--- src/core/rips_pkg.sv ---
// Package for the reference input prescaler and select block.
// Assumes a single 10 MHz system clock and a plain register port.
package rips_pkg;

    // ****************************************************************
    // Register map
    // ****************************************************************
    localparam logic [7:0] TEST_CTRL_ONE_ADDR = 8'h03;
    localparam logic [7:0] REF_FREQ_BASE_ADDR = 8'h20;
    localparam logic [7:0] REF_FREQ_LAST_ADDR = 8'h2d;
    localparam logic [7:0] INPUT_MODE_ADDR = 8'h34;
    localparam logic [7:0] DIFF_INPUT_ADDR = 8'h35;
    localparam logic [7:0] DIVIDER_N_LOW_ADDR = 8'h46;
    localparam logic [7:0] DIVIDER_N_HIGH_ADDR = 8'h47;
    localparam logic [7:0] SEL_INPUT_ADDR = 8'h50;
    localparam logic [7:0] STATUS_ADDR = 8'h51;
    localparam logic [7:0] PRIO_BASE_ADDR = 8'h60;

    // ****************************************************************
    // Field positions
    // ****************************************************************
    localparam int NETWORK_TYPE_POS = 2;
    localparam int EDGE_POL_POS = 2;
    localparam int AUTO_LOCK_POS = 6;
    localparam int DIV_MODE_POS = 7;

    // ****************************************************************
    // Sizes, limits and reset values
    // ****************************************************************
    localparam int NUM_INPUTS = 14;
    localparam int N_WIDTH = 14;
    localparam logic [13:0] N_MIN = 14'h0001;
    localparam logic [13:0] N_MAX = 14'h30d3;
    localparam logic [7:0] REF_FREQ_RST = 8'h00;
    localparam logic [13:0] DIVIDER_N_RST = 14'h0001;
    localparam logic [7:0] DIFF_INPUT_RST = 8'h01;
    localparam logic [3:0] PRIO_I11_MASTER = 4'hc;
    localparam logic [3:0] PRIO_I11_SLAVE = 4'h1;
    localparam int I11_INDEX = 10;

    // Frequency codes in the low nibble of each frequency register
    localparam logic [3:0] FREQ_8K = 4'h0;
    localparam logic [3:0] FREQ_1544K = 4'h1;
    localparam logic [3:0] FREQ_2048K = 4'h2;
    localparam logic [3:0] FREQ_6480K = 4'h4;
    localparam logic [3:0] FREQ_19440K = 4'h5;
    localparam logic [3:0] FREQ_77760K = 4'h8;
    localparam logic [3:0] FREQ_155520K = 4'h9;
    localparam logic [3:0] FREQ_64_8K = 4'ha;
    localparam logic [3:0] FREQ_2K = 4'hb;
    localparam logic [3:0] FREQ_4K = 4'hc;

    // Locking frequency modes
    typedef enum logic [1:0] {
        RIPS_DIRECT,
        RIPS_AUTO8K,
        RIPS_DIVIDE_BY_COUNT_MODE
    } rips_mode_t;

endpackage

--- src/core/rips_top.sv ---
// Reference input prescaler and select: registers, defaults and divider.
// Assumes ref_clk_i pins are asynchronous and much slower than clk_i.
// What this block does
// - Mode register bit two picks network type
// - Reset loads network type from pin
// - Fourteen frequency registers at 20 to 2D
// - Direct lock compares at input frequency
// - Eight kHz and divide modes prescale input
// - Bit six auto divides down to 8k, but passes 155 MHz undivided
// - Test register bit two picks edge in 8k mode
// - Bit seven uses programmed N divider
// - Divider ratio is N plus one
// - One N shared by all inputs
// - N held in registers 46 and 47
// - 155 MHz direct lock divides by two
// - Differential register picks PECL or LVDS
// - Composite clock violations are detected
// - Channel codes 0001 to 1110 by port
// - Default priorities rise two to fifteen
// - Input eleven priority from master pin
// - Default frequencies depend on port, network
// - Spot frequencies accepted per input kind
// - Four or eight kHz sync accepted
//
// Decided for this implementation: strobed register access.
`timescale 1ns/100ps
module rips_top
    import rips_pkg::*;
#(
    parameter int NUM_IN = 14
) (
    input wire logic clk_i,
    input wire logic resetn_i,
    input wire logic [7:0] addr_i,
    input wire logic [7:0] wdata_i,
    input wire logic wr_i,
    input wire logic rd_i,
    output logic [7:0] rdata_o,
    input wire logic network_type_pin_i,
    input wire logic master_slave_select_pin_i,
    input wire logic [13:0] ref_clk_i,
    input wire logic cc_pos_i,
    input wire logic cc_neg_i,
    output logic compare_pulse_o,
    output logic [3:0] sel_channel_o,
    output logic [1:0] sel_mode_o,
    output logic [1:0] diff_lvds_o,
    output logic cc_violation_err_o
);

    // ****************************************************************
    // Input synchronisers
    // ****************************************************************
    logic [13:0] ref_s1_q;
    logic [13:0] ref_s2_q;
    logic [13:0] ref_s3_q;
    logic cc_pos_s1_q, cc_pos_s2_q, cc_pos_s3_q;
    logic cc_neg_s1_q, cc_neg_s2_q, cc_neg_s3_q;
    logic strap_net_s1_q, strap_net_s2_q;
    logic strap_ms_s1_q, strap_ms_s2_q;

    // Two flops per pin; the third only feeds edge detection
    always_ff @(posedge clk_i) begin
        if (!resetn_i) begin
            ref_s1_q <= '0;
            ref_s2_q <= '0;
            ref_s3_q <= '0;
            cc_pos_s1_q <= 1'b0;
            cc_pos_s2_q <= 1'b0;
            cc_pos_s3_q <= 1'b0;
            cc_neg_s1_q <= 1'b0;
            cc_neg_s2_q <= 1'b0;
            cc_neg_s3_q <= 1'b0;
        end else begin
            ref_s1_q <= ref_clk_i;
            ref_s2_q <= ref_s1_q;
            ref_s3_q <= ref_s2_q;
            cc_pos_s1_q <= cc_pos_i;
            cc_pos_s2_q <= cc_pos_s1_q;
            cc_pos_s3_q <= cc_pos_s2_q;
            cc_neg_s1_q <= cc_neg_i;
            cc_neg_s2_q <= cc_neg_s1_q;
            cc_neg_s3_q <= cc_neg_s2_q;
        end
    end

    // Straps keep sampling during reset so the loaded value is current
    always_ff @(posedge clk_i) begin
        strap_net_s1_q <= network_type_pin_i;
        strap_net_s2_q <= strap_net_s1_q;
        strap_ms_s1_q <= master_slave_select_pin_i;
        strap_ms_s2_q <= strap_ms_s1_q;
    end

    // ****************************************************************
    // Register file
    // ****************************************************************
    logic [7:0] test_ctrl_q;
    logic [7:0] input_mode_q;
    logic [7:0] diff_cfg_q;
    logic [13:0] div_n_q;
    logic [3:0] sel_idx_q;
    logic [7:0] ref_freq_q [NUM_IN];
    logic [3:0] prio_q [NUM_IN];
    logic reset_seen_q;
    logic cfg_change;
    logic [7:0] rdata_d;

    // Default frequency code per port, network type and role
    function automatic logic [3:0] dflt_freq(input int idx, input logic sonet,
                                             input logic master);
        logic [3:0] tele;
        tele = sonet ? FREQ_1544K : FREQ_2048K;
        if (idx < 2) dflt_freq = FREQ_64_8K;
        else if (idx < 4) dflt_freq = FREQ_8K;
        else if (idx < I11_INDEX) dflt_freq = FREQ_19440K;
        else if (idx == I11_INDEX && !master) dflt_freq = FREQ_6480K;
        else dflt_freq = tele;
    endfunction

    // Four-bit channel code of a port, 0001 for the first
    function automatic logic [3:0] chan_code(input logic [3:0] idx);
        chan_code = idx + 4'h1;
    endfunction

    always_ff @(posedge clk_i) begin
        if (!resetn_i) begin
            reset_seen_q <= 1'b1;
            test_ctrl_q <= '0;
            input_mode_q <= '0;
            diff_cfg_q <= DIFF_INPUT_RST;
            div_n_q <= DIVIDER_N_RST;
            sel_idx_q <= '0;
            for (int i = 0; i < NUM_IN; i++) begin
                ref_freq_q[i] <= REF_FREQ_RST;
                prio_q[i] <= 4'(i + 2);
            end
        end else if (reset_seen_q) begin
            // First cycle after release: straps taken by a clocked load
            reset_seen_q <= 1'b0;
            input_mode_q[NETWORK_TYPE_POS] <= strap_net_s2_q;
            for (int i = 0; i < NUM_IN; i++) begin
                ref_freq_q[i] <= {4'h0, dflt_freq(i, strap_net_s2_q, strap_ms_s2_q)};
            end
            prio_q[I11_INDEX] <= strap_ms_s2_q ? PRIO_I11_MASTER : PRIO_I11_SLAVE;
        end else if (wr_i) begin
            if (addr_i == INPUT_MODE_ADDR) input_mode_q <= wdata_i;
            if (addr_i == TEST_CTRL_ONE_ADDR) test_ctrl_q <= wdata_i;
            if (addr_i == DIFF_INPUT_ADDR) diff_cfg_q <= wdata_i;
            // N held in a byte pair
            if (addr_i == DIVIDER_N_LOW_ADDR) div_n_q[7:0] <= wdata_i;
            if (addr_i == DIVIDER_N_HIGH_ADDR) div_n_q[13:8] <= wdata_i[5:0];
            // Out of range index ignored, so lane pick never reads X
            if (addr_i == SEL_INPUT_ADDR && wdata_i[3:0] < 4'(NUM_IN)) sel_idx_q <= wdata_i[3:0];
            for (int i = 0; i < NUM_IN; i++) begin
                if (addr_i == REF_FREQ_BASE_ADDR + 8'(i)) ref_freq_q[i] <= wdata_i;
                if (addr_i == PRIO_BASE_ADDR + 8'(i)) prio_q[i] <= wdata_i[3:0];
            end
        end
    end

    // Read mux; unmapped addresses read zero
    always_comb begin
        rdata_d = '0;
        if (addr_i == TEST_CTRL_ONE_ADDR) rdata_d = test_ctrl_q;
        if (addr_i == INPUT_MODE_ADDR) rdata_d = input_mode_q;
        if (addr_i == DIFF_INPUT_ADDR) rdata_d = diff_cfg_q;
        if (addr_i == DIVIDER_N_LOW_ADDR) rdata_d = div_n_q[7:0];
        if (addr_i == DIVIDER_N_HIGH_ADDR) rdata_d = {2'b00, div_n_q[13:8]};
        if (addr_i == SEL_INPUT_ADDR) rdata_d = {4'h0, sel_idx_q};
        if (addr_i == STATUS_ADDR) rdata_d = {5'h0, cc_violation_err_o, sel_mode_o};
        for (int i = 0; i < NUM_IN; i++) begin
            if (addr_i == REF_FREQ_BASE_ADDR + 8'(i)) rdata_d = ref_freq_q[i];
            if (addr_i == PRIO_BASE_ADDR + 8'(i)) rdata_d = {4'h0, prio_q[i]};
        end
    end

    // Read data stands only in the cycle after the strobe
    always_ff @(posedge clk_i) begin
        if (!resetn_i) rdata_o <= '0;
        else rdata_o <= rd_i ? rdata_d : 8'h00;
    end

    // ****************************************************************
    // Mode decode for the selected input
    // ****************************************************************
    rips_mode_t mode;
    logic [7:0] sel_cfg;
    logic sel_edge;
    logic [13:0] div_ratio_m1;
    logic [1:0] mode_q;
    logic [13:0] div_n_seen_q;

    assign sel_cfg = ref_freq_q[sel_idx_q];

    // manual N wins over automatic 8k
    // one N value shared by all
    always_comb begin
        if (sel_cfg[DIV_MODE_POS]) begin
            mode = RIPS_DIVIDE_BY_COUNT_MODE;
            div_ratio_m1 = div_n_q;
        end else if (sel_cfg[AUTO_LOCK_POS]) begin
            mode = RIPS_AUTO8K;
            case (sel_cfg[3:0])
                FREQ_2K, FREQ_4K, FREQ_8K: div_ratio_m1 = '0;
                FREQ_1544K: div_ratio_m1 = 14'd192;
                FREQ_2048K: div_ratio_m1 = 14'd255;
                FREQ_6480K: div_ratio_m1 = 14'd809;
                FREQ_19440K: div_ratio_m1 = 14'd2429;
                FREQ_77760K: div_ratio_m1 = 14'd9719;
                FREQ_64_8K: div_ratio_m1 = 14'd7;
                default: div_ratio_m1 = '0;
            endcase
        end else begin
            mode = RIPS_DIRECT;
            div_ratio_m1 = (sel_cfg[3:0] == FREQ_155520K) ? 14'd1 : 14'd0;
        end
    end

    // Edge polarity applies only to 8k locking; direct lock uses rising
    assign sel_edge = (mode == RIPS_AUTO8K) && test_ctrl_q[EDGE_POL_POS];

    // ****************************************************************
    // Prescaler
    // ****************************************************************
    logic ref_now, ref_old, ref_edge;
    logic [13:0] div_cnt_q;

    assign ref_now = ref_s2_q[sel_idx_q];
    assign ref_old = ref_s3_q[sel_idx_q];
    assign ref_edge = sel_edge ? (ref_old & ~ref_now) : (~ref_old & ref_now);
    assign cfg_change = (2'(mode) != mode_q) || (div_n_seen_q != div_ratio_m1);

    // restart on mode or N change
    always_ff @(posedge clk_i) begin
        if (!resetn_i) begin
            mode_q <= '0;
            div_n_seen_q <= '0;
        end else begin
            mode_q <= 2'(mode);
            div_n_seen_q <= div_ratio_m1;
        end
    end

    // one event every N plus one
    always_ff @(posedge clk_i) begin
        if (!resetn_i || cfg_change) begin
            div_cnt_q <= '0;
            compare_pulse_o <= 1'b0;
        end else if (ref_edge) begin
            if (div_cnt_q >= div_ratio_m1) begin
                div_cnt_q <= '0;
                compare_pulse_o <= 1'b1;
            end else begin
                div_cnt_q <= div_cnt_q + 14'd1;
                compare_pulse_o <= 1'b0;
            end
        end else begin
            compare_pulse_o <= 1'b0;
        end
    end

    assign sel_channel_o = chan_code(sel_idx_q);
    assign sel_mode_o = mode_q;
    assign diff_lvds_o = diff_cfg_q[1:0];

    // ****************************************************************
    // Composite clock violation check
    // ****************************************************************
    logic last_pol_q;
    logic [3:0] mark_cnt_q;
    logic cc_mark, cc_pol;

    assign cc_mark = (cc_pos_s2_q & ~cc_pos_s3_q) | (cc_neg_s2_q & ~cc_neg_s3_q);
    assign cc_pol = cc_pos_s2_q;

    always_ff @(posedge clk_i) begin
        if (!resetn_i) begin
            last_pol_q <= 1'b0;
            mark_cnt_q <= '0;
            cc_violation_err_o <= 1'b0;
        end else if (cc_mark) begin
            last_pol_q <= cc_pol;
            if (cc_pol == last_pol_q) begin
                cc_violation_err_o <= (mark_cnt_q != 4'd7);
                mark_cnt_q <= '0;
            end else begin
                cc_violation_err_o <= (mark_cnt_q >= 4'd8);
                // Saturate so a long clean run keeps the flag raised
                if (mark_cnt_q != 4'hf) mark_cnt_q <= mark_cnt_q + 4'd1;
            end
        end
    end

    // ****************************************************************
    // Checks
    // ****************************************************************
    // pulse only on an edge
    pulse_on_edge_a: assert property (@(posedge clk_i) disable iff (!resetn_i)
        compare_pulse_o |-> $past(ref_edge)) else $error("pulse without edge");
    restart_clear_a: assert property (@(posedge clk_i) disable iff (!resetn_i)
        $past(cfg_change) |-> div_cnt_q == 14'd0) else $error("no restart");
    direct_pass_a: assert property (@(posedge clk_i) disable iff (!resetn_i)
        (mode == RIPS_DIRECT && div_ratio_m1 == 0 && ref_edge && !cfg_change)
        |=> compare_pulse_o) else $error("direct edge lost");
    divide_by_count_mode_sel_a: assert property (@(posedge clk_i) disable iff (!resetn_i)
        sel_cfg[DIV_MODE_POS] |-> (div_ratio_m1 == div_n_q) ##1 (sel_mode_o == 2'(RIPS_DIVIDE_BY_COUNT_MODE)))
        else $error("N not used");
    half_rate_a: assert property (@(posedge clk_i) disable iff (!resetn_i)
        (sel_cfg[7:6] == 2'b00 && sel_cfg[3:0] == FREQ_155520K) |-> div_ratio_m1 == 14'd1)
        else $error("155 not halved");
    i11_prio_a: assert property (@(posedge clk_i) disable iff (!resetn_i)
        reset_seen_q ##1 !$past(wr_i) |->
        prio_q[I11_INDEX] == ($past(strap_ms_s2_q) ? PRIO_I11_MASTER : PRIO_I11_SLAVE))
        else $error("wrong i11 priority");
    strap_load_a: assert property (@(posedge clk_i) disable iff (!resetn_i)
        reset_seen_q |=> input_mode_q[NETWORK_TYPE_POS] == $past(strap_net_s2_q))
        else $error("strap not loaded");
    chan_code_a: assert property (@(posedge clk_i) disable iff (!resetn_i)
        sel_channel_o == sel_idx_q + 4'h1) else $error("bad channel code");
    n_write_a: assert property (@(posedge clk_i) disable iff (!resetn_i)
        (wr_i && !reset_seen_q && addr_i == DIVIDER_N_HIGH_ADDR)
        |=> div_n_q[13:8] == $past(wdata_i[5:0])) else $error("N high lost");
    mode_write_a: assert property (@(posedge clk_i) disable iff (!resetn_i)
        (wr_i && !reset_seen_q && addr_i == INPUT_MODE_ADDR)
        |=> input_mode_q[NETWORK_TYPE_POS] == $past(wdata_i[NETWORK_TYPE_POS]))
        else $error("network type write lost");
    cnt_bound_a: assert property (@(posedge clk_i) disable iff (!resetn_i)
        !cfg_change |-> div_cnt_q <= div_ratio_m1) else $error("divider overrun");
    err_hold_a: assert property (@(posedge clk_i) disable iff (!resetn_i)
        !cc_mark |=> $stable(cc_violation_err_o)) else $error("flag moved without mark");
    viol_ok_a: assert property (@(posedge clk_i) disable iff (!resetn_i)
        (cc_mark && cc_pol == last_pol_q && mark_cnt_q == 4'd7) |=> !cc_violation_err_o)
        else $error("good boundary flagged");
    prescale_hold_a: assert property (@(posedge clk_i) disable iff (!resetn_i)
        (mode != RIPS_DIRECT && ref_edge && div_cnt_q < div_ratio_m1) |=> !compare_pulse_o)
        else $error("prescaler leaked edge");
    freq_dflt_a: assert property (@(posedge clk_i) disable iff (!resetn_i)
        reset_seen_q |=> ref_freq_q[NUM_IN - 1][3:0] ==
        ($past(strap_net_s2_q) ? FREQ_1544K : FREQ_2048K)) else $error("wrong line default");

    divide_by_count_mode_cov: cover property (@(posedge clk_i) mode == RIPS_DIVIDE_BY_COUNT_MODE ##[1:1000] compare_pulse_o);
    auto_cov: cover property (@(posedge clk_i) mode == RIPS_AUTO8K && compare_pulse_o);
    viol_cov: cover property (@(posedge clk_i) cc_violation_err_o);
    half_cov: cover property (@(posedge clk_i) mode == RIPS_DIRECT && div_ratio_m1 == 14'd1 && compare_pulse_o);

endmodule

--- config.mk ---
export PLATFORM = sky130hd
export DESIGN_NAME = rips_top
export DESIGN_NICKNAME = d
export VERILOG_FILES = /design/src/core/rips_pkg.sv /design/src/core/rips_top.sv
export SDC_FILE = /design/constraint.sdc
export NUM_CORES = 1
export LEC_CHECK = 0
export ABC_AREA = 1
export BUFFER_PORTS_ARGS = -buffer_cell sky130_fd_sc_hd__buf_4
export CAP_MARGIN = 30
export CORE_ASPECT_RATIO = 1.4
export CORE_MARGIN = 5
export CORE_UTILIZATION = 30
export CTS_CLUSTER_SIZE = 30
export DETAILED_ROUTE_END_ITERATION = 7
export PLACE_DENSITY = 0.47
export SYNTH_ARGS = -nofsm -noshare
export SYNTH_HDL_FRONTEND = slang
export SYNTH_SLANG_ARGS = --single-unit
--- constraint.sdc ---
create_clock -name clk_i -period 4.5 [get_ports clk_i]
set_input_delay 0.225 -clock clk_i [delete_from_list [all_inputs] [get_ports clk_i]]
set_output_delay 0.225 -clock clk_i [all_outputs]
set_load 0.05 [all_outputs]
==> results of run 1 <==
final timing paths:
kind	startpoint	endpoint	slack [ns]	depth (start not counted)
max	flip-flop	div_cnt_q[8]	0.34	28
min	wdata_i[5]	ref_freq_q[0][5]	0.03	3
max reg2reg	flip-flop	div_cnt_q[8]	0.34	28
min reg2reg	strap_ms_s1_q	strap_ms_s2_q	0.32	0
logic make-up (layout without fill, tap and decap cells):
kind of cell	after synthesis	in the layout
and+or+nand+nor	808	808
AOI/OAI and AO/OA	333	333
DFF	312	312
buffers and inverters	297	405
adders and majority gates	21	21
xor gates and xnor gates	14	14
muxes	1	1
registers in the layout (all words and copies together), names as in the netlist, 2 cells and up, named ones only:
signal / cells
prio_q: 56
diff_cfg_q: 8
sel_mode_o: 2
mark_cnt_q: 4
div_n_seen_q: 14
rdata_o: 8
sel_idx_q: 4
div_cnt_q: 14
ref_s2_q: 14
ref_s1_q: 14
test_ctrl_q: 8
ref_freq_q: 112
input_mode_q: 8
div_n_q: 14
ref_s3_q: 14
metrics by stage:
stage / hold slack (ns) / TNS [ns]
finish: 0.0315 / 0
global route: 0.0420 / -0.0543
CTS: 0.00280 / 0
detailed placement: 0.316 / 0
global placement: 0.314 / 0
floorplan: 0.253 / 0
power breakdown:
part           internal, W  switching [W]
Clock              0.00165        0.00123
Combinational    0.0000955       0.000254
Sequential         0.00307      0.0000488
synth_stat cells, types with 2 or more instances:
library cell	count	area [um^2]
nand2_1	402	1510
nor2_1	267	1000
inv_1	222	833
edfxtp_1	160	4800
dfxtp_1	152	3040
o21ai_0	119	596
a21oi_1	105	526
nand3_1	63	315
clkbuf_1	41	154
nand4_1	32	200
o21ai_1	24	120
ha_1	21	263
o211ai_1	18	135
o22ai_1	15	93.8
a221oi_1	14	123
nor3_1	11	55.1
or2_2	10	62.6
buf_2	9	45.0
inv_2	9	33.8
xor2_1	8	70.1
xnor2_1	6	52.6
buf_6	5	56.3
nor3b_2	5	62.6
o2111ai_1	5	43.8
o21bai_1	5	37.5
a211oi_1	4	30.0
nor2_2	4	25.0
buf_1	3	11.3
buf_4	3	22.5
clkinv_1	3	11.3
nand2_2	3	18.8
nand2_4	3	33.8
nor2_4	3	33.8
o211ai_2	3	37.5
a221o_1	2	20.0
a31oi_1	2	12.5
nor3_2	2	20.0
o21a_1	2	15.0
o21ai_2	2	17.5
o221ai_1	2	17.5
o31ai_1	2	15.0
o32ai_1	2	17.5
final cells by class:
cell class              instances  area share, %
clock buffers                  44           5.57
inverters                     236           5.16
repair buffers                106           4.94
clock inverters                19           1.00
multi-input cells            1177           33.2
flip-flops and latches        312           45.5
well taps                     637           4.62
per-layer routing:
metal  vias to the layer above  GRT usage (%)  share of wire (%)
met5                         -              0                  0
met4                         0           8.18                4.7
met3                       126           2.08                4.4
met2                       396           33.2                 51
met1                      5960           21.3                 40
li1                       6056              -                  -
worst register-to-register path, delay by kind of cell, from the launching register on:
family / cells / cell delay (ns)
simple gates: 9 / 1.00
flops: 1 / 0.34
buf+inv: 7 / 0.74
fa+ha+maj: 2 / 0.50
compound gates: 10 / 1.51
timing repair:
| action | in CTS | in global routing |
|---|---|---|
| hold buffers | 22 | 0 |
| gates resized for setup | 0 | 1 |
| setup endpoints to repair | 0 | 8 |
| buffers inserted | 0 | 1 |
| endpoints found under the hold margin | 22 | 0 |
==> reports/results.ini, run 1 <==
[synthesis]
syn_area_per_cell_um2 = 8.25
synthesis.instances = 1786
synth_xor_area_share_pct = 0.832
synthSimpleGateAreaFrac_pct = 22.9
post_synth_fa_ha_maj_area_fraction_pct = 1.78
synth.mux.area_fraction_pct = 0.0679
synth.net_count = 1845
async_reset_ff_share_pct = 0
synth_top_family_by_area = simple AND/OR/NAND/NOR gates
sequential_cell_area_fraction_in_the_yosys_report_pct = 53.2
synthesis.area_um2 = 14700
ys_ff_latch = 312
synth_warnings = 0
synth-main-ff-cell = edfxtp_1
synth_compound_gate_area_share_pct = 13.2
synth.distinct_cells = 55
synth-edff-count = 160

[cells_and_area]
multi_input_comb_area_um2 = 5720
highest_count_cells_in_the_layout_ignoring_fill_and_taps = nand2_1 (402), nor2_1 (267), inv_1 (222)
layoutNonFillerInstCount = 2531
layout_commonest_cell = nand2_1
layout.nets = 1927
layout.filler_cells = 5064
stdcell_area_um2 = 17200
layout-drive-gt1-share_pct = 10.2
finalCoreUtilization_pct = 35.3
flow.area_growth_from_synthesis_pct = 16.9
antenna_cells = 0
area.sequential_um2 = 7850

[detailed_routing]
wirelength_mm = 49.9
drt-pass1-iter-count = 5
initialDrtViolationCount = 905
vias_per_cell = 4.95
detailroute.via_count = 12500
post_drt_wl_per_cell_um = 19.7
route.antenna.remaining_nets = 0
drc = 0

[floorplanning]
dieHeight_um = 272
io_pins = 56
initial_utilization_pct = 30.2
row_cnt = 96
fp.dieW_um = 197
coreArea_um2 = 48900
floorplan.die_area_um2 = 53700

[sta]
fmax_mhz = 240
final_hold_vio_count = 0
total_setup_violations_reported_at_the_end_of_the_flow = 0
tightest_slew_ns = 1.01
report.final.slew_viol_count = 0
finalWorstSetupSlack_ns = 0.338
post_route_minimum_period_ns = 4.16
skew_ns = 0.0143
post-route-period-util_pct = 92.5
maxSlewHeadroom_pct = 32.7

[pwr]
vdd_drop_max_mv = 0.234
total_power_w = 0.00634
power_density_nw_per_um2 = 368
total_leakage_power_nw = 7.23

[global_route]
vias_in_the_first_global_route = 12400
global_route.usage.total_pct = 18.2
number_of_antenna_violations_at_the_first_check_in_global_routing = 0
grt_pass1_wl_mm = 75.1
total_congestion_overflow = 0
grt_max_degree = 89

[worst_setup_path]
worst_path_most_repeated_cell = nand2_1
start_kind = flip-flop
critPathMaxStageDelay_ns = 0.34
worst_ep_required_time_ns = 4.96
worst-path-max-fanout = 26
timing.critical_path.to_type = flip-flop
path_class = flip-flop to flip-flop
critical_path_buf_inv_count = 7
worstPathArrival_ns = 4.62
worst_path_max_delay_cell = dfxtp_1
cp_top_family = compound AO/OA/AOI/OAI gates

[clocking]
clock_sink_count = 312
max-clock-path-buffers = 3
cts_buffers = 35
cts-root-buf = clkbuf_16
cts_tree = yes
h-tree-depth = 2
clkSlewWorstSetupHoldPaths_ns = 0.06
clock_latency_ns = 0.53

[placed_design]
port_buffers = 55
placement.setup.worst_slack_ns = 0.339
placed_area_um2 = 15900
dpl.hpwl_mm = 36.6
gp_congestion = 0.886
numPlacedInstances = 2445

[status]
outcome = finished clean

[job]
max_cap_viol_count = 0

[worst_hold_path]
worst_hold_path_type = input port to flip-flop

(Power assumes the default switching activity.)
==> inputs of run 2 (changes only) <==
Settings changed: ABC_AREA 1 to default.
==> run 2 against run 1 <==
- hold slack better by 0.019 ns
- utilization up 1.5 points
- combinational power up 30%
- sequential cell count unchanged
- cell count down 2.7%
- sequential share of layout area down 4.6 points
- sequential power about the same
- fmax down 6.5%
- first-iteration DRC count up 63%
- area after synthesis up 7.0%
- clock skew up 0.029 ns
- non-clock buffer count up 99
- largest cell class unchanged
- highest routed layer unchanged
==> reports/results.ini, run 2 <==
[placed_design]
port_buffers = 55
placement.setup.worst_slack_ns = -0.155
placed_area_um2 = 17500
gp_congestion = 0.937
dpl.hpwl_mm = 47.7

[detailed_routing]
drt-pass1-iter-count = 5
post_drt_wl_per_cell_um = 25.5
initialDrtViolationCount = 1476
wirelength_mm = 62.8
vias_per_cell = 5.50
detailroute.via_count = 13500
route.antenna.remaining_nets = 0
drc = 0

[global_route]
total_congestion_overflow = 0
vias_in_the_first_global_route = 13700
grt_pass1_wl_mm = 91.0
number_of_antenna_violations_at_the_first_check_in_global_routing = 0
grt_max_degree = 79
global_route.usage.total_pct = 21.3

[worst_setup_path]
worst_ep_required_time_ns = 4.95
path_class = flip-flop to flip-flop
start_kind = flip-flop
worst_path_max_delay_cell = mux4_2
worst_path_most_repeated_cell = mux4_2
path_cells = mux4_2, mux4_2, ha_4, o211a_4, o32ai_4, o22ai_4, a21o_2, a221o_1, ha_1, nand4_1, nor2_2, a2111oi_4, a21oi_2, o221ai_2, buf_4, nor2_4, buf_12, nor4_4
cp_top_family = compound AO/OA/AOI/OAI gates
critPathMaxStageDelay_ns = 0.53
worstPathArrival_ns = 4.90
timing.critical_path.to_type = flip-flop
worst-path-max-fanout = 6
critical_path_buf_inv_count = 2

[cells_and_area]
top_register = ref_freq_q
flow.area_growth_from_synthesis_pct = 21.5
highest_count_cells_in_the_layout_ignoring_fill_and_taps = nand2_1 (217), buf_4 (183), edfxtp_1 (160)
largest_reg_flops = 112
stdcell_area_um2 = 19200
layout.nets = 1788
layout_commonest_cell = nand2_1
largest_registers = ref_freq_q: 112 flops, prio_q: 56 flops
finalCoreUtilization_pct = 36.8
antenna_cells = 0
layout-drive-gt1-share_pct = 19.8

[synthesis]
synth-edff-count = 160
synth-main-ff-cell = edfxtp_1
synth.distinct_cells = 86
yosys.cell_count.top_type = nand2_1
synth_warnings = 0
synthesis.area_um2 = 15800
async_reset_ff_share_pct = 0
post_synth_most_frequent_cells = nand2_1 (217), edfxtp_1 (160), dfxtp_1 (152)
synth.net_count = 1664
ys_ff_latch = 312
sequential_cell_area_fraction_in_the_yosys_report_pct = 49.7
yosys.area.top_type = edfxtp_1
yosys-top-cells-area = edfxtp_1 (30%), dfxtp_1 (19%), nand2_1 (5.2%)
synthesis.instances = 1605
syn_area_per_cell_um2 = 9.83
yosysTopAreaCellShare_pct = 30.4

[floorplanning]
dieHeight_um = 281
initial_utilization_pct = 30.3
row_cnt = 99
coreArea_um2 = 52100
floorplan.die_area_um2 = 57300
fp.dieW_um = 204
io_pins = 56

[sta]
fmax_mhz = 225
maxSlewHeadroom_pct = 35.0
report.final.slew_viol_count = 0
final_hold_vio_count = 0
rsz0062_at_grt = yes
tightest_slew_ns = 0.962
finalWorstSetupSlack_ns = 0.0493
post_route_minimum_period_ns = 4.45
post-route-period-util_pct = 98.9
skew_ns = 0.0429
total_setup_violations_reported_at_the_end_of_the_flow = 0

[clocking]
clkSlewWorstSetupHoldPaths_ns = 0.06
h-tree-depth = 2
clock_latency_ns = 0.57
clock_sink_count = 312
cts-root-buf = clkbuf_16
cts_tree = yes
cts_buffers = 36
max-clock-path-buffers = 3

[pwr]
total_leakage_power_nw = 6.95
vdd_drop_max_mv = 0.216
power_density_nw_per_um2 = 340

[job]
max_cap_viol_count = 0

[worst_hold_path]
worst_hold_path_type = input port to flip-flop

[status]
outcome = finished clean

==> run 2: changes by cell type in the layout (fill, tap and decap cells not counted), sizes merged, moves of 27 or more <==
cell	delta
and2	+58
and3	+65
buf	+101
inv	-202
nand2	-191
nor2	-146
nor3	+27
nor4	+27
o21ai	-87
==> run 2: where the power goes <==
group          leakage [nW]  switching, W  internal [W]
sequential             2.97     0.0000580       0.00307
combinational          3.40      0.000306      0.000149
clock                 0.578       0.00127       0.00168
==> run 2: path summary, 6_finish.rpt <==
kind	cells after the start	start	endpoint	slack, ns
worst max-delay path	18	ref_freq_q[11][1]	div_cnt_q[3]	0.05
worst min-delay path	3	wdata_i[6]	div_n_q[6]	0.05
worst max register to register	18	ref_freq_q[11][1]	div_cnt_q[3]	0.05
worst min register to register	0	strap_ms_s1_q	strap_ms_s2_q	0.33
==> run 2: cells by family after synthesis <==
group	count (synthesis)	synth area share, %
AND/OR/NAND/NOR	669	21.3
AO/OA/AOI/OAI	364	15.7
flip-flops	312	49.7
buffers and inverters	150	4.35
multiplexers	64	5.85
XOR/XNOR	25	1.39
adder cells (fa/ha/maj)	21	1.67
==> run 2: layout make-up <==
| type | instances | area (um^2) |
|---|---|---|
| Tap cell | 707 | 885 |
| Sequential cell | 312 | 7850 |
| Clock inverter | 18 | 183 |
| Timing Repair Buffer | 205 | 1630 |
| Multi-Input combinational cell | 1143 | 7520 |
| Clock buffer | 47 | 985 |
| Fill cell | 5257 | 33000 |
| Inverter | 31 | 116 |
==> run 2: metrics by stage <==
stage	setup TNS (ns)	total power, W	hold WS, ns	cells
global route	-1.68	0.00672	0.0374	2463
global placement	-1.44	0.00361	0.312	2371
floorplan	0	0.00337	0.253	1605
finish	0	0.00653	0.0502	2463
detailed placement	-1.91	0.00361	0.315	2371
CTS	0	0.00658	0.0122	2456
==> run 2: routing by layer <==
metal  track usage (%)  up-vias  share of wire [%]
met2              38.1      558                 51
met4              13.3        0                7.3
met1              23.9     6602                 36
met3              2.90      171                5.5
met5                 0        -                  0
li1                  -     6210                  -
==> run 2: timing repair <==
item | CTS | global route
hold buffers | 19 | 0
gates cloned | 0 | 1
pin swaps | 2 | 27
setup endpoints to repair | 14 | 15
setup buffers | 1 | 6
gates resized for setup | 7 | 38
hold endpoints to repair | 19 | 0
==> run 2: worst reg2reg max path, stage by stage (launching register included) <==
cell       delay, ns
edfxtp_1        0.43
mux4_2          0.53
mux4_2          0.53
ha_4            0.20
o211a_4         0.14
o32ai_4         0.30
o22ai_4         0.12
a21o_2          0.22
a221o_1         0.35
ha_1            0.30
nand4_1         0.08
nor2_2          0.06
a2111oi_4       0.28
a21oi_2         0.10
o221ai_2        0.18
buf_4           0.15
nor2_4          0.05
buf_12          0.16
nor4_4          0.14
